===== src/rtl/cid_pkg.sv =====
package cid_pkg;

  localparam int INSTR_W = 14;
  localparam int PC_W    = 13;
  localparam int FILE_AW = 7;
  localparam int DATA_W  = 8;
  localparam int JUMP_W  = 11;

  // opcode and destination bit positions inside an instruction word
  localparam int DEST_BIT    = 7;
  localparam int OPC_HI      = 13;
  localparam int OPC_LO      = 8;
  localparam int JUMP_OPC_LO = 11;

  // high latch bits that feed program counter bits 12:11
  localparam int LATCH_HI = 4;
  localparam int LATCH_LO = 3;

  // opcode patterns; bits 13:8, jump uses bits 13:11
  localparam logic [5:0] OPC_CLEAR = 6'h01;
  localparam logic [5:0] OPC_DEC   = 6'h03;
  localparam logic [5:0] OPC_INV   = 6'h09;
  localparam logic [5:0] OPC_INC   = 6'h0A;
  localparam logic [5:0] OPC_DSKIP = 6'h0B;
  localparam logic [2:0] OPC_JUMP  = 3'h5;

  localparam logic [PC_W-1:0]    PC_RESET   = 13'h0000;
  localparam logic [PC_W-1:0]    PC_STEP    = 13'h0001;
  localparam logic [PC_W-1:0]    PC_SKIP    = 13'h0002;
  localparam logic [DATA_W-1:0]  DATA_ZERO  = 8'h00;
  localparam logic [DATA_W-1:0]  DATA_ONE   = 8'h01;
  localparam logic [INSTR_W-1:0] INSTR_NOP  = 14'h0000;
  localparam logic               ZERO_RESET = 1'b0;

  typedef enum logic [2:0] {
    OP_NOP        = 3'b000,
    OP_CLEAR_FILE = 3'b001,
    OP_CLEAR_ACC  = 3'b010,
    OP_DECREMENT  = 3'b011,
    OP_DEC_SKIP   = 3'b100,
    OP_INCREMENT  = 3'b101,
    OP_INVERT     = 3'b110,
    OP_JUMP       = 3'b111
  } cid_op_t;

  // one instruction cycle is three core clocks
  typedef enum logic [1:0] {
    ST_FETCH = 2'b00,
    ST_READ  = 2'b01,
    ST_EXEC  = 2'b10
  } cid_state_t;

  function automatic cid_op_t decode_op(input logic [INSTR_W-1:0] w);
    cid_op_t op;
    op = OP_NOP;
    if (w[OPC_HI:JUMP_OPC_LO] == OPC_JUMP)
    begin
      op = OP_JUMP;
    end
    else
    begin
      case (w[OPC_HI:OPC_LO])
        OPC_CLEAR: op = w[DEST_BIT] ? OP_CLEAR_FILE : OP_CLEAR_ACC;
        OPC_DEC:   op = OP_DECREMENT;
        OPC_DSKIP: op = OP_DEC_SKIP;
        OPC_INC:   op = OP_INCREMENT;
        OPC_INV:   op = OP_INVERT;
        default:   op = OP_NOP;
      endcase
    end
    return op;
  endfunction

endpackage


===== src/rtl/cid_file_mem.sv =====
`timescale 1ns/1ps
module cid_file_mem (
  input  wire logic                           core_clk,
  input  wire logic                           rst,
  input  wire logic                           wrEn,
  input  wire logic [cid_pkg::FILE_AW-1:0]    wrAddr,
  input  wire logic [cid_pkg::DATA_W-1:0]     wrData,
  input  wire logic [cid_pkg::FILE_AW-1:0]    rdAddr,
  output logic      [cid_pkg::DATA_W-1:0]     rdData
);

  logic [cid_pkg::DATA_W-1:0] mem [2**cid_pkg::FILE_AW];
  logic [cid_pkg::DATA_W-1:0] rdData_q;

  // array left unreset so it maps onto plain storage
  always_ff @(posedge core_clk)
  begin
    if (wrEn)
    begin
      mem[wrAddr] <= wrData;
    end
    if (rst)
    begin
      rdData_q <= cid_pkg::DATA_ZERO;
    end
    else
    begin
      rdData_q <= mem[rdAddr];
    end
  end

  assign rdData = rdData_q;

endmodule // cid_file_mem


===== src/rtl/cid_alu.sv =====
`timescale 1ns/1ps
module cid_alu (
  input  wire cid_pkg::cid_op_t               op,
  input  wire logic [cid_pkg::DATA_W-1:0]     operand,
  output logic      [cid_pkg::DATA_W-1:0]     result,
  output logic                                zero
);

  always_comb
  begin
    case (op)
      cid_pkg::OP_CLEAR_FILE: result = cid_pkg::DATA_ZERO;
      cid_pkg::OP_CLEAR_ACC:  result = cid_pkg::DATA_ZERO;
      cid_pkg::OP_DECREMENT:  result = operand - cid_pkg::DATA_ONE;
      cid_pkg::OP_DEC_SKIP:   result = operand - cid_pkg::DATA_ONE;
      cid_pkg::OP_INCREMENT:  result = operand + cid_pkg::DATA_ONE;
      cid_pkg::OP_INVERT:     result = ~operand;
      default:                result = operand;
    endcase
    zero = (result == cid_pkg::DATA_ZERO);
  end

endmodule // cid_alu


===== src/rtl/cid_core.sv =====
// Summary of operation
// (RL1) clear file: register gets zero, zero flag set
// (RL2) clear accumulator: accumulator zero, zero flag set
// (RL3) decrement file, destination bit routes, zero updated
// (RL4) decrement-skip routes result, flags left unchanged
// (RL5) zero result discards next instruction as nop
// (RL6) jump loads 11-bit operand into counter 10:0
// (RL7) counter 12:11 come from high latch 4:3
// (RL8) jump takes two instruction cycles
// (RL9) increment file, destination bit routes, zero updated
// (RL10) invert file, destination bit routes result
// (RL11) zero flag set exactly when result zero; decrement-skip leaves the flag unchanged instead
`timescale 1ns/1ps
module cid_core (
  input  wire logic                           core_clk,
  input  wire logic                           rst,
  input  wire logic [cid_pkg::INSTR_W-1:0]    progData,
  input  wire logic [cid_pkg::DATA_W-1:0]     counterHighLatch,
  output logic      [cid_pkg::PC_W-1:0]       progAddr,
  output logic      [cid_pkg::DATA_W-1:0]     accumulator,
  output logic                                zeroFlag,
  output logic                                fileWrEn,
  output logic      [cid_pkg::FILE_AW-1:0]    fileWrAddr,
  output logic      [cid_pkg::DATA_W-1:0]     fileWrData,
  output logic                                nopCycle
);

  cid_pkg::cid_state_t                 state_q;
  cid_pkg::cid_state_t                 state_d;
  logic [cid_pkg::INSTR_W-1:0]         instr_q;
  logic [cid_pkg::INSTR_W-1:0]         instr_d;
  logic [cid_pkg::PC_W-1:0]            pc_q;
  logic [cid_pkg::PC_W-1:0]            pc_d;
  logic [cid_pkg::DATA_W-1:0]          acc_q;
  logic [cid_pkg::DATA_W-1:0]          acc_d;
  logic                                zero_q;
  logic                                zero_d;
  logic                                bubble_q;
  logic                                bubble_d;
  logic                                wrEn_q;
  logic                                wrEn_d;
  logic [cid_pkg::FILE_AW-1:0]         wrAddr_q;
  logic [cid_pkg::FILE_AW-1:0]         wrAddr_d;
  logic [cid_pkg::DATA_W-1:0]          wrData_q;
  logic [cid_pkg::DATA_W-1:0]          wrData_d;

  cid_pkg::cid_op_t                    op;
  logic [cid_pkg::DATA_W-1:0]          memRdData;
  logic [cid_pkg::DATA_W-1:0]          aluResult;
  logic                                aluZero;
  logic                                execLive;
  logic                                destFile;

  assign op       = cid_pkg::decode_op(instr_q);
  assign execLive = (state_q == cid_pkg::ST_EXEC) && !bubble_q;
  assign destFile = instr_q[cid_pkg::DEST_BIT];

  // read issued in the read phase lands for the execute phase
  cid_file_mem u_file_mem (
    .core_clk (core_clk),
    .rst      (rst),
    .wrEn     (wrEn_q),
    .wrAddr   (wrAddr_q),
    .wrData   (wrData_q),
    .rdAddr   (instr_q[cid_pkg::FILE_AW-1:0]),
    .rdData   (memRdData)
  );

  cid_alu u_alu (
    .op      (op),
    .operand (memRdData),
    .result  (aluResult),
    .zero    (aluZero)
  );

  always_comb
  begin
    state_d  = state_q;
    instr_d  = instr_q;
    pc_d     = pc_q;
    acc_d    = acc_q;
    zero_d   = zero_q;
    bubble_d = bubble_q;
    wrEn_d   = 1'b0;
    wrAddr_d = instr_q[cid_pkg::FILE_AW-1:0];
    wrData_d = aluResult;
    case (state_q)
      cid_pkg::ST_FETCH:
      begin
        instr_d = progData;
        state_d = cid_pkg::ST_READ;
      end
      cid_pkg::ST_READ:
      begin
        state_d = cid_pkg::ST_EXEC;
      end
      cid_pkg::ST_EXEC:
      begin
        state_d = cid_pkg::ST_FETCH;
        if (bubble_q)
        begin
          // counter already points past the discarded word
          bubble_d = 1'b0;
        end
        else
        begin
          pc_d = pc_q + cid_pkg::PC_STEP;
          case (op)
            cid_pkg::OP_CLEAR_FILE:
            begin
              wrEn_d = 1'b1; // [RL1]
              zero_d = 1'b1; // [RL1]
            end
            cid_pkg::OP_CLEAR_ACC:
            begin
              acc_d  = cid_pkg::DATA_ZERO; // [RL2]
              zero_d = 1'b1; // [RL2]
            end
            cid_pkg::OP_DECREMENT,
            cid_pkg::OP_INCREMENT,
            cid_pkg::OP_INVERT:
            begin
              wrEn_d = destFile; // [RL3] [RL9] [RL10]
              if (!destFile)
              begin
                acc_d = aluResult; // [RL3] [RL9] [RL10]
              end
              zero_d = aluZero; // [RL11]
            end
            cid_pkg::OP_DEC_SKIP:
            begin
              // status left alone on purpose
              wrEn_d = destFile; // [RL4]
              if (!destFile)
              begin
                acc_d = aluResult; // [RL4]
              end
              if (aluZero)
              begin
                // skip the next word and spend a dead cycle on it
                pc_d     = pc_q + cid_pkg::PC_SKIP; // [RL5]
                bubble_d = 1'b1; // [RL5]
              end
            end
            cid_pkg::OP_JUMP:
            begin
              pc_d = {counterHighLatch[cid_pkg::LATCH_HI:cid_pkg::LATCH_LO],
                      instr_q[cid_pkg::JUMP_W-1:0]}; // [RL6] [RL7]
              bubble_d = 1'b1; // [RL8]
            end
            default:
            begin
              pc_d = pc_q + cid_pkg::PC_STEP;
            end
          endcase
        end
      end
      default:
      begin
        state_d = cid_pkg::ST_FETCH;
      end
    endcase
  end

  always_ff @(posedge core_clk)
  begin
    if (rst)
    begin
      state_q  <= cid_pkg::ST_FETCH;
      instr_q  <= cid_pkg::INSTR_NOP;
      pc_q     <= cid_pkg::PC_RESET;
      acc_q    <= cid_pkg::DATA_ZERO;
      zero_q   <= cid_pkg::ZERO_RESET;
      bubble_q <= 1'b0;
      wrEn_q   <= 1'b0;
      wrAddr_q <= '0;
      wrData_q <= cid_pkg::DATA_ZERO;
    end
    else
    begin
      state_q  <= state_d;
      instr_q  <= instr_d;
      pc_q     <= pc_d;
      acc_q    <= acc_d;
      zero_q   <= zero_d;
      bubble_q <= bubble_d;
      wrEn_q   <= wrEn_d;
      wrAddr_q <= wrAddr_d;
      wrData_q <= wrData_d;
    end
  end

  assign progAddr    = pc_q;
  assign accumulator = acc_q;
  assign zeroFlag    = zero_q;
  assign fileWrEn    = wrEn_q;
  assign fileWrAddr  = wrAddr_q;
  assign fileWrData  = wrData_q;
  assign nopCycle    = bubble_q;
endmodule // cid_core


===== config.mk =====
export PLATFORM = sky130hd
export DESIGN_NAME = cid_core
export DESIGN_NICKNAME = d
export VERILOG_FILES = /design/src/rtl/cid_pkg.sv /design/src/rtl/cid_file_mem.sv /design/src/rtl/cid_alu.sv /design/src/rtl/cid_core.sv
export SDC_FILE = /design/constraint.sdc
export NUM_CORES = 1
export LEC_CHECK = 0
export BUFFER_PORTS_ARGS = -buffer_cell sky130_fd_sc_hd__buf_4
export CAP_MARGIN = 20
export CORE_MARGIN = 8
export CORE_UTILIZATION = 25
export CTS_CLUSTER_SIZE = 16
export DETAILED_ROUTE_END_ITERATION = 8
export GPL_ROUTABILITY_DRIVEN = 0
export PLACE_DENSITY = 0.46
export SYNTH_ARGS = -nofsm -noshare
export SYNTH_HDL_FRONTEND = slang
export SYNTH_SLANG_ARGS = --single-unit

===== constraint.sdc =====
create_clock -name core_clk -period 11.5 [get_ports core_clk]
set_clock_uncertainty 0.1 [all_clocks]
set_input_delay 0.575 -clock core_clk [delete_from_list [all_inputs] [get_ports core_clk]]
set_output_delay 0.575 -clock core_clk [all_outputs]
set_load 0.03 [all_outputs]

Word level (Yosys, flattened, before mapping)
Memory sizes are Yosys's and may differ from the RTL's. A register that Yosys moved wholly into a read port is not among the register bits.
Index checks and enable logic that the tools add are counted.
Widths: inputs -> output; s select.
{ "word_totals": {"inputBits": 24, "out_inout_bits": 39, "reg_bits": 55, "word_cells": 61, "mem_bits_rw": 1024, "memories": 1} }
{ "op_classes": {"bitwise": 3, "n_reduce_logical": 12, "eq_ne": 16, "mux": 16, "add_sub_neg": 4} }
{ "mem_list": {"columns": ["name", "words", "word_bits", "rd", "rd_ports_with_merged_regs", "wr", "line", "rtl"], "rows": [
  ["u_file_mem.mem", 128, 8, 1, 1, 1, "cid_file_mem.sv:12", "logic [cid_pkg::DATA_W-1:0] mem [2**cid_pkg::FILE_AW];"]
]} }
{ "ops": {"columns": ["operator", "count"], "rows": [
  ["$pmux 8 s4", 1],
  ["$pmux 13 s2", 1],
  ["$eq 6x4->1 const B", 3],
  ["$pmux 8 s2", 1],
  ["$eq 3x3->1 const B", 5],
  ["$pmux 3 s5", 1],
  ["$add 13x1->13 const B", 1],
  ["$add 13x2->13 const B", 1],
  ["$mux 13", 1],
  ["$add 8x1->8 const B", 1],
  ["$logic_not 8->1", 1],
  ["$mux 8", 1],
  ["$not 8->8", 1],
  ["$sub 8x1->8 const B", 1],
  ["$eq 3x2->1 const B", 2],
  ["$eq 6x1->1 const B", 1],
  ["$eq 6x2->1 const B", 1],
  ["$pmux 1 s2", 3],
  ["$reduce_or 3->1", 2],
  ["$mux 1", 4],
  ["$pmux 2 s2", 1],
  ["$reduce_and 4->1", 1],
  ["$reduce_bool 2->1", 2],
  ["$reduce_or 2->1", 2],
  ["11 further kinds", 12]
]} }

Logic depth before layout (Yosys ltp)
Gate-level depths: netlist of run 1.
{ "logic_depth": {"word_depth": 10, "mapped_depth": 13, "mapped_depth_nobuf": 13} }

Hierarchy
Synthesis of run 1 repeated with hierarchy kept, for this count alone.
{ "unflattened": {"cells_unflattened": 2472, "area_unflattened_um2": 43950.9} }
{ "modules_own_cells": {"columns": ["module", "seq_area_each_um2", "cells_each", "area_per_inst_um2", "instances"], "rows": [
  ["cid_file_mem", 30909.6, 2037, 40545.1, 1],
  ["cid_core", 1101.1, 317, 2642.5, 1],
  ["cid_alu", 0.0, 118, 763.2, 1]
]} }

Worst setup path before layout of run 1
No wires, ideal clock.
{ "synth_path": {"path_kind": "register to register", "start": "reg instr_q[13] in the netlist's numbering", "end": "reg pc_q, in the netlist progAddr[2]", "path_slack_ns": 7.479, "period_less_slack_ns": 4.021, "path_buffers": 0, "setup_ns": 0.144, "stages_incl_launch_ff": 14, "t_required_ns": 11.256, "t_arrival_ns": 3.777, "cell_sequence": "dfxtp_1 > or4b_1 > nor2_1 > nand2_1 > fa_1 > a211o_1 > a21o_1 > a221o_1 > nor4_1 > nand4_1 > nor2_4 > mux2_2 > a221oi_1 > a211oi_1"} }
{ "synth_via": {"elab_chain_len": 9, "elab_cells_between_ends": 21, "cone_classes": "13 x eq/ne; 5 x mux; 3 x reduce/logical"} }
{ "synth_lines": {"columns": ["element", "line", "rtl"], "rows": [
  ["start: declaration", "cid_core.sv:30", "logic [cid_pkg::INSTR_W-1:0] instr_q;"],
  ["start signal: assignment", "cid_core.sv:170", "instr_q <= cid_pkg::INSTR_NOP;"],
  ["start signal: assignment", "cid_core.sv:182", "instr_q <= instr_d;"],
  ["$eq 6x4->1 (tied with other cells)", "cid_pkg.sv:62", "case (w[OPC_HI:OPC_LO])"],
  ["$pmux 3 s5", "cid_pkg.sv:62", null],
  ["$mux 3 *", "cid_pkg.sv:56", "if (w[OPC_HI:JUMP_OPC_LO] == OPC_JUMP)"],
  ["$eq 3x2->1 (tied with other cells)", "cid_alu.sv:11, cid_core.sv:108", null],
  ["$reduce_or 2->1 (no line)", null, null],
  ["$pmux 8 s4", "cid_alu.sv:11", "case (op)"],
  ["$logic_not 8->1", "cid_alu.sv:20", "zero = (result == cid_pkg::DATA_ZERO);"],
  ["$mux 13", "cid_core.sv:138", "if (aluZero)"],
  ["$pmux 13 s2 *", "cid_core.sv:108", "case (op)"],
  ["end signal: assignment", "cid_core.sv:171", "pc_q <= cid_pkg::PC_RESET;"],
  ["end signal: assignment", "cid_core.sv:183", "pc_q <= pc_d;"],
  ["end: declaration", "cid_core.sv:32", "logic [cid_pkg::PC_W-1:0] pc_q;"]
]} }
Mark *: on every way between the ends. The rest lies on a longest branch, timed or not.
A chain may end at the register's enable or synchronous reset.

Worst setup path in the final report of run 1
{ "layout_path": {"start": "reg instr_q[11] in the netlist's numbering", "end": "reg pc_q, in the netlist progAddr[11]"} }
Same word-level chain as after synthesis.

==> metrics.txt, run 1 <==
# TYPE chip_impl_metric gauge
chip_impl_metric{name="final_layout_size_suffix_gt1_share",unit="%"} 27.5
chip_impl_metric{name="die_w",unit="um"} 429
chip_impl_info{name="critPathKind",value="reg2reg"} 1
chip_impl_info{name="min-delay-path-class",value="in2reg"} 1
chip_impl_metric{name="tritoncts_num_sinks",unit=""} 1087
chip_impl_metric{name="detail_route.first_pass.iterations",unit=""} 5
chip_impl_info{name="cts.root.buffer_cell",value="sky130_fd_sc_hd__clkbuf_16"} 1
chip_impl_metric{name="synth.area.mux_share",unit="%"} 18.1
chip_impl_info{name="outcome",value="completed"} 1
chip_impl_metric{name="seq_power_share",unit="%"} 51.1
chip_impl_info{name="post_synth_main_area_contributors",value="sky130_fd_sc_hd__edfxtp_1 72%, sky130_fd_sc_hd__mux4_2 18%, sky130_fd_sc_hd__dfxtp_1 3.0%, sky130_fd_sc_hd__nor2_1 1.4%, sky130_fd_sc_hd__clkbuf_1 0.70%"} 1
chip_impl_info{name="path_cells",value="or4b_1 -> nor2_1 -> nand2_1 -> fa_1 -> a211o_1 -> a21o_1 -> a221o_1 -> nor4_1 -> nand4_1 -> nor3_1 -> o2111ai_1 -> mux2i_1 -> a31oi_1"} 1
chip_impl_info{name="timing.critical_path.to_type",value="flip-flop"} 1
chip_impl_metric{name="postSynthCellCount",unit=""} 2006
chip_impl_metric{name="synth_top_cell_area_share",unit="%"} 72.1
chip_impl_metric{name="yosys.area_share.simple",unit="%"} 3.39
chip_impl_metric{name="clock_power_share",unit="%"} 38.0
chip_impl_metric{name="max_cap_violations",unit=""} 0
chip_impl_metric{name="wirelength",unit="mm"} 108
chip_impl_metric{name="critical_path_peak_fanout",unit=""} 14
chip_impl_metric{name="switching_share",unit="%"} 24.1
chip_impl_metric{name="required",unit="ps"} 11950
chip_impl_metric{name="synth_area",unit="mm2"} 0.0427
chip_impl_metric{name="synthesis.area_per_instance",unit="um2"} 21.3
chip_impl_metric{name="timing.max_slew.rel_slack",unit="%"} 24.2
chip_impl_metric{name="totalNegativeSetupSlack",unit="ps"} 0
chip_impl_metric{name="initial_cell_density_of_the_core",unit="%"} 25.2
chip_impl_metric{name="synthToLayoutAreaGrowth",unit="%"} 15.6
chip_impl_metric{name="routed-via-count",unit=""} 20200
chip_impl_metric{name="cts_buffers",unit=""} 111
chip_impl_metric{name="number_of_antenna_violations_at_the_first_check_in_global_routing",unit=""} 5
chip_impl_metric{name="clock_insertion_delay_worst_skew",unit="ps"} 710
chip_impl_info{name="rsz_0062_raised_after_global_routing",value="no"} 1
chip_impl_metric{name="timing.critical_path.arrival",unit="ps"} 5440
chip_impl_info{name="synth_top_family_by_area",value="multiplexers"} 1
chip_impl_metric{name="worst_r2r_path_cells",unit=""} 13
chip_impl_metric{name="power.leakage",unit="nW"} 14.8
chip_impl_metric{name="placedCellCount",unit=""} 4198
chip_impl_metric{name="layout.nets",unit=""} 2137
chip_impl_metric{name="cp.buffers_inverters",unit=""} 0
chip_impl_metric{name="ctsHoldBuffers",unit=""} 9
chip_impl_metric{name="grt_max_degree",unit=""} 133
chip_impl_metric{name="cp_num_cells",unit=""} 13
chip_impl_metric{name="final_cycle_utilization_of_the_critical_path",unit="%"} 43.4
chip_impl_metric{name="power.total",unit="mW"} 9.05
chip_impl_metric{name="fp.dieH",unit="um"} 429
chip_impl_metric{name="core_area",unit="mm2"} 0.169
chip_impl_metric{name="irDropWorstVdd",unit="uV"} 114
chip_impl_metric{name="route.detailed.wl_per_inst",unit="um"} 24.4
chip_impl_info{name="cp-startpoint",value="instr_q[11]$_SDFFE_PP0N_"} 1
chip_impl_metric{name="ys_seq_area_share",unit="%"} 75.0
chip_impl_metric{name="die-area",unit="mm2"} 0.184
chip_impl_info{name="synth_most_common_cell",value="sky130_fd_sc_hd__edfxtp_1"} 1
chip_impl_metric{name="post_cts.repair.setup_buffers",unit=""} 0
chip_impl_metric{name="maxSlewViolCount",unit=""} 0
chip_impl_metric{name="globalRouteOverflowTotal",unit=""} 0
chip_impl_metric{name="number_of_global_route_vias_before_repair",unit=""} 21200
chip_impl_info{name="synth_flop_type",value="sky130_fd_sc_hd__edfxtp_1"} 1
chip_impl_metric{name="finalSetupViolCount",unit=""} 0
chip_impl_metric{name="num-fill-cells",unit=""} 16300
chip_impl_metric{name="port_buffers",unit=""} 56
chip_impl_metric{name="clk_path_buf_depth",unit=""} 3
chip_impl_metric{name="insertedDiodeCount",unit=""} 0
chip_impl_metric{name="worst_slew_pin_slew",unit="ps"} 1130
chip_impl_metric{name="worst_setup_hold_path_clk_slew",unit="ps"} 60
chip_impl_metric{name="detail_route_antenna_nets",unit=""} 0
chip_impl_info{name="startpoint_of_the_lowest_slack_hold_path",value="progData[9]"} 1
chip_impl_metric{name="drc_marker_count_from_the_first_detailed_route_iteration",unit=""} 1851
chip_impl_metric{name="grt_pass1_wl",unit="mm"} 156
chip_impl_metric{name="cts-resized-gates",unit=""} 0
chip_impl_metric{name="synth_enable_flop_cells",unit=""} 1024
chip_impl_metric{name="layoutNonFillerInstCount",unit=""} 4411
chip_impl_metric{name="postSynth.asyncResetShare",unit="%"} 0
chip_impl_metric{name="finalWorstPathRequiredPeriod",unit="ps"} 4990
chip_impl_info{name="worst_r2r_startpoint",value="instr_q[11]$_SDFFE_PP0N_"} 1
chip_impl_metric{name="combinational_power_share",unit="%"} 10.9
chip_impl_info{name="worst_path_max_delay_cell",value="sky130_fd_sc_hd__nor3_1"} 1
chip_impl_metric{name="synth_nets",unit=""} 2040
chip_impl_info{name="setup.worst_path.start_class",value="flip-flop"} 1
chip_impl_metric{name="hold_viol",unit=""} 0
chip_impl_metric{name="critical-path-max-stage-delay",unit="ps"} 800
chip_impl_info{name="cp_top_family",value="simple AND/OR/NAND/NOR gates"} 1
chip_impl_metric{name="yosys_register_bits",unit=""} 1087
chip_impl_metric{name="p_per_area",unit="mW/mm2"} 183
chip_impl_metric{name="worstHoldPathCells",unit=""} 3
chip_impl_metric{name="total_switching_power",unit="mW"} 2.18
chip_impl_metric{name="utilization",unit="%"} 29.1
chip_impl_metric{name="drt-vias-per-instance",unit=""} 4.59
chip_impl_metric{name="floorplan.rows",unit=""} 151
chip_impl_metric{name="clock.fmax",unit="GHz"} 0.200
chip_impl_metric{name="synth_area_in_compound_gates",unit="%"} 1.84
chip_impl_metric{name="post-dp-hpwl",unit="mm"} 65.4
chip_impl_metric{name="post_route_drc_violation_count",unit=""} 0
chip_impl_metric{name="reg2reg_setup_slack",unit="ps"} 6510
chip_impl_metric{name="htree_levels",unit=""} 3
chip_impl_metric{name="internal-power",unit="mW"} 6.87
chip_impl_metric{name="synthXorXnorAreaFrac",unit="%"} 0.205
chip_impl_metric{name="yosysWarningCount",unit=""} 0
chip_impl_info{name="tritoncts",value="built"} 1
chip_impl_metric{name="yosysUniqueCellTypes",unit=""} 65
chip_impl_metric{name="synth-adder-area-share",unit="%"} 0.311
chip_impl_metric{name="io_pins",unit=""} 63
chip_impl_info{name="synth_top_cells_by_count",value="1024 x sky130_fd_sc_hd__edfxtp_1, 336 x sky130_fd_sc_hd__mux4_2, 154 x sky130_fd_sc_hd__nor2_1, 79 x sky130_fd_sc_hd__clkbuf_1, 63 x sky130_fd_sc_hd__dfxtp_1"} 1
chip_impl_info{name="yosysTopAreaCell",value="sky130_fd_sc_hd__edfxtp_1"} 1
chip_impl_metric{name="grtUsageTotal",unit="%"} 11.4
[flip-flops by register name, indices dropped and copies added, names as in the netlist]
register / flops
fileWrData: 8
nopCycle: 1
state_q: 2
u_file_mem.rdData: 8
fileWrEn: 1
u_file_mem.mem: 1024
accumulator: 8
fileWrAddr: 7
zeroFlag: 1
instr_q: 14
progAddr: 13
[through the flow]
stage          setup WS (ps)  hold WS [ps]  instance area (um2)
6_report                6510          68.3                49300
5_1_grt                 6150          31.7                49300
4_1_cts                 6490          3.17                49300
3_5_place_dp            6510           366                45800
3_3_place_gp            6520           356                45800
2_1_floorplan           7480           337                42700
[cell families after synthesis]
| kind of cell | after synthesis |
|---|---|
| AOI/OAI and AO/OA | 111 |
| xor gates and xnor gates | 10 |
| adders and majority gates | 10 |
| buffers and inverters | 120 |
| DFF | 1087 |
| muxes | 352 |
| and+or+nand+nor | 316 |
[worst min-delay path: stages]
cell and delay, ps:
sky130_fd_sc_hd__buf_4 80, sky130_fd_sc_hd__nand2_1 50, sky130_fd_sc_hd__a21oi_1 110
[path summary, 6_finish.rpt]
kind / end
max reg2reg: progAddr[11]$_SDFFE_PP0P_
min reg2reg: accumulator[5]$_SDFFE_PP0P_
max: progAddr[11]$_SDFFE_PP0P_
min: instr_q[9]$_SDFFE_PP0N_
[power groups by stage]
stage          Clock, mW  Combinational (mW)  Sequential (mW)
2_1_floorplan          0               0.583             4.70
3_3_place_gp           0               0.987             4.70
3_5_place_dp           0                1.00             4.71
4_1_cts             3.53                1.01             4.63
5_1_grt             3.68                1.05             4.63
6_report            3.44               0.985             4.62
[routing by layer]
| metal | global-route usage (%) | vias up | part of all wire, % |
|---|---|---|---|
| li1 | - | 8592 | - |
| met4 | 3.55 | 0 | 2.6 |
| met5 | 0 | - | 0 |
| met3 | 1.69 | 147 | 4.4 |
| met1 | 15.2 | 11000 | 44 |
| met2 | 19.2 | 516 | 49 |
[layout make-up]
cell class	count	area (um2)	share of cell area, %
repair buffers	96	781	1.58
multi-input cells	799	10200	20.8
clock buffers	144	2940	5.97
clock inverters	59	497	1.01
well taps	2218	2780	5.63
flip-flops and latches	1087	32100	65.0
inverters	8	30.0	0.0609
[layout by cell type (no fill, tap or decap), drive strengths merged, types with 10 or more instances in the layout]
cell and instances:
nand2 50, o21ai 19, clkbuf 144, a21oi 25
clkinv 46, nor2 155, dfxtp 63, nor3 18
edfxtp 1024, mux2i 13, buf 87, mux4 336
nor2b 23, nand3 24, inv 10
Power figures use the tool's default switching activity.
==> run 2, diff against run 1 <==
Settings changed: PLACE_DENSITY 0.46 to 0.47.
Clock period 11.5 ns to 4.45 ns, I/O delays scaled along.
==> run 2 against run 1 <==
Worst hold slack better by 95 ps. Sequential power grew to 2.6 times the previous value. Via count is 1.6% higher. Power grew to 2.7 times the previous value. Routed wire length is 0.50% higher. Utilization is 0.58 points higher. Combinational power grew to 2.7 times the previous value. Largest cell class unchanged.
==> metrics.txt, run 2 (synthesized netlist as in run 1, its figures left out) <==
# TYPE chip_impl_metric gauge
chip_impl_metric{name="io_pins",unit=""} 63
chip_impl_metric{name="p_per_area",unit="mW/mm2"} 479
chip_impl_metric{name="floorplan.rows",unit=""} 151
chip_impl_metric{name="critical-path-max-stage-delay",unit="ps"} 570
chip_impl_metric{name="grtUsageTotal",unit="%"} 11.5
chip_impl_metric{name="globalRouteOverflowTotal",unit=""} 0
chip_impl_metric{name="tritoncts_num_sinks",unit=""} 1087
chip_impl_info{name="regMostFlops",value="u_file_mem.mem"} 1
chip_impl_metric{name="finalWorstPathRequiredPeriod",unit="ps"} 4200
chip_impl_info{name="cts.root.buffer_cell",value="sky130_fd_sc_hd__clkbuf_16"} 1
chip_impl_metric{name="hold_viol",unit=""} 0
chip_impl_metric{name="number_of_global_route_vias_before_repair",unit=""} 22000
chip_impl_info{name="path_cells",value="or4b_1 -> nor2_2 -> nand2_2 -> ha_1 -> a211o_1 -> a21o_1 -> a221o_1 -> nor4_1 -> nand4_1 -> nor2_4 -> buf_12 -> mux2_2 -> a221oi_1 -> a211oi_1"} 1
chip_impl_metric{name="totalNegativeSetupSlack",unit="ps"} 0
chip_impl_info{name="most_common_library_cell_in_the_layout_ignoring_fill_and_taps",value="sky130_fd_sc_hd__edfxtp_1"} 1
chip_impl_metric{name="core_area",unit="mm2"} 0.169
chip_impl_metric{name="final_cycle_utilization_of_the_critical_path",unit="%"} 94.5
chip_impl_metric{name="holdWs",unit="ps"} 163
chip_impl_metric{name="insertedDiodeCount",unit=""} 0
chip_impl_info{name="setup.worst_path.start_class",value="flip-flop"} 1
chip_impl_metric{name="cts_buffers",unit=""} 114
chip_impl_metric{name="layoutNonFillerInstCount",unit=""} 4482
chip_impl_metric{name="clock.fmax",unit="GHz"} 0.238
chip_impl_metric{name="routed-via-count",unit=""} 20600
chip_impl_metric{name="timing.max_slew.rel_slack",unit="%"} 29.0
chip_impl_metric{name="clock_insertion_delay_worst_skew",unit="ps"} 740
chip_impl_info{name="startpoint_of_the_lowest_slack_hold_path",value="progData[6]"} 1
chip_impl_metric{name="finalSetupViolCount",unit=""} 0
chip_impl_info{name="cp-startpoint",value="instr_q[13]$_SDFFE_PP0N_"} 1
chip_impl_info{name="layout.cells.most_common_list",value="1024 x sky130_fd_sc_hd__edfxtp_1, 336 x sky130_fd_sc_hd__mux4_2, 153 x sky130_fd_sc_hd__nor2_1"} 1
chip_impl_metric{name="die-area",unit="mm2"} 0.184
chip_impl_info{name="worst_path_max_delay_cell",value="sky130_fd_sc_hd__or4b_1"} 1
chip_impl_metric{name="post-dp-hpwl",unit="mm"} 67.8
chip_impl_metric{name="max_reg_flops",unit=""} 1024
chip_impl_info{name="critPathKind",value="reg2reg"} 1
chip_impl_info{name="outcome",value="completed"} 1
chip_impl_metric{name="power.total",unit="mW"} 24.1
chip_impl_metric{name="irDropWorstVdd",unit="uV"} 354
chip_impl_info{name="timing.critical_path.to_type",value="flip-flop"} 1
chip_impl_metric{name="worst_slew_pin_slew",unit="ps"} 1070
chip_impl_info{name="tritoncts",value="built"} 1
chip_impl_metric{name="drt-vias-per-instance",unit=""} 4.59
chip_impl_metric{name="postPlaceCellArea",unit="mm2"} 0.0463
chip_impl_metric{name="design_area",unit="mm2"} 0.0503
chip_impl_metric{name="final_layout_size_suffix_gt1_share",unit="%"} 29.4
chip_impl_info{name="worst_r2r_startpoint",value="instr_q[13]$_SDFFE_PP0N_"} 1
chip_impl_metric{name="initial_cell_density_of_the_core",unit="%"} 25.2
chip_impl_metric{name="number_of_antenna_violations_at_the_first_check_in_global_routing",unit=""} 1
chip_impl_metric{name="port_buffers",unit=""} 56
chip_impl_metric{name="dpl_worst_slack",unit="ps"} -45.4
chip_impl_metric{name="fp.dieH",unit="um"} 429
chip_impl_metric{name="post_route_drc_violation_count",unit=""} 0
chip_impl_metric{name="clk_path_buf_depth",unit=""} 3
chip_impl_metric{name="detail_route.first_pass.iterations",unit=""} 7
chip_impl_metric{name="maxSlewViolCount",unit=""} 0
chip_impl_metric{name="wirelength",unit="mm"} 108
chip_impl_metric{name="placedCellCount",unit=""} 4242
chip_impl_metric{name="synthToLayoutAreaGrowth",unit="%"} 17.9
chip_impl_metric{name="route.detailed.wl_per_inst",unit="um"} 24.1
chip_impl_metric{name="layout.nets",unit=""} 2202
chip_impl_metric{name="post-route-worst-setup-slack",unit="ps"} 247
chip_impl_metric{name="grt_max_degree",unit=""} 129
chip_impl_metric{name="timing.critical_path.arrival",unit="ps"} 4690
chip_impl_info{name="min-delay-path-class",value="in2reg"} 1
chip_impl_metric{name="required",unit="ps"} 4940
chip_impl_metric{name="drc_marker_count_from_the_first_detailed_route_iteration",unit=""} 1702
chip_impl_metric{name="power.leakage",unit="nW"} 15.3
chip_impl_metric{name="utilization",unit="%"} 29.7
chip_impl_metric{name="detail_route_antenna_nets",unit=""} 0
chip_impl_metric{name="critical_path_peak_fanout",unit=""} 9
chip_impl_metric{name="worst_setup_hold_path_clk_slew",unit="ps"} 60
chip_impl_metric{name="htree_levels",unit=""} 3
chip_impl_metric{name="die_w",unit="um"} 429
chip_impl_info{name="rsz_0062_raised_after_global_routing",value="no"} 1
chip_impl_metric{name="max_cap_violations",unit=""} 0
chip_impl_metric{name="grt_pass1_wl",unit="mm"} 158
-- run 2: timing repair --
item / in CTS / in global routing
buffers inserted: 2 / 2
endpoints found under the hold margin: 52 / 0
setup endpoints to repair: 2 / 12
gates resized for setup: 0 / 5
hold buffers: 24 / 0
pin swaps: 1 / 2
-- run 2: critical path: cells and delay by family (launching register included) --
family                     cells  cell delay, ps
muxes                          1             330
and+or+nand+nor                6            1520
adders and majority gates      1             380
AOI/OAI and AO/OA              5            1230
buffers and inverters          1             140
DFF                            1             350
-- run 2: layout make-up --
| class | instances | area [um2] |
|---|---|---|
| multi-input cells | 799 | 10200 |
| clock buffers | 151 | 3070 |
| well taps | 2218 | 2780 |
| fillers | 16300 | 119000 |
| inverters | 8 | 30.0 |
| flip-flops and latches | 1087 | 32100 |
| clock inverters | 61 | 682 |
| repair buffers | 158 | 1480 |
-- run 2: routing by layer --
metal  vias to the layer above  track usage [%]  wire (um)
li1                       8740                -          -
met1                     11200             15.5      47100
met2                       530             19.3      53700
met3                       149             2.16       5060
met4                         0             2.52       2150
met5                         -                0          0
-- run 2: final timing paths --
check	end	slack, ps	cells after the start
setup / recovery	progAddr[2]$_SDFFE_PP0P_	250	14
hold / removal	instr_q[6]$_SDFFE_PP0N_	160	3
setup reg to reg	progAddr[2]$_SDFFE_PP0P_	250	14
hold reg to reg	u_file_mem.mem[64][6]$_DFFE_PP_	370	0
-- run 2: power breakdown --
part / leakage [nW] / internal, mW / switching [mW] / total, mW
Clock: 1.82 / 5.46 / 4.02 / 9.47
Combinational: 3.54 / 1.17 / 1.49 / 2.66
Sequential: 9.93 / 11.6 / 0.394 / 12.0
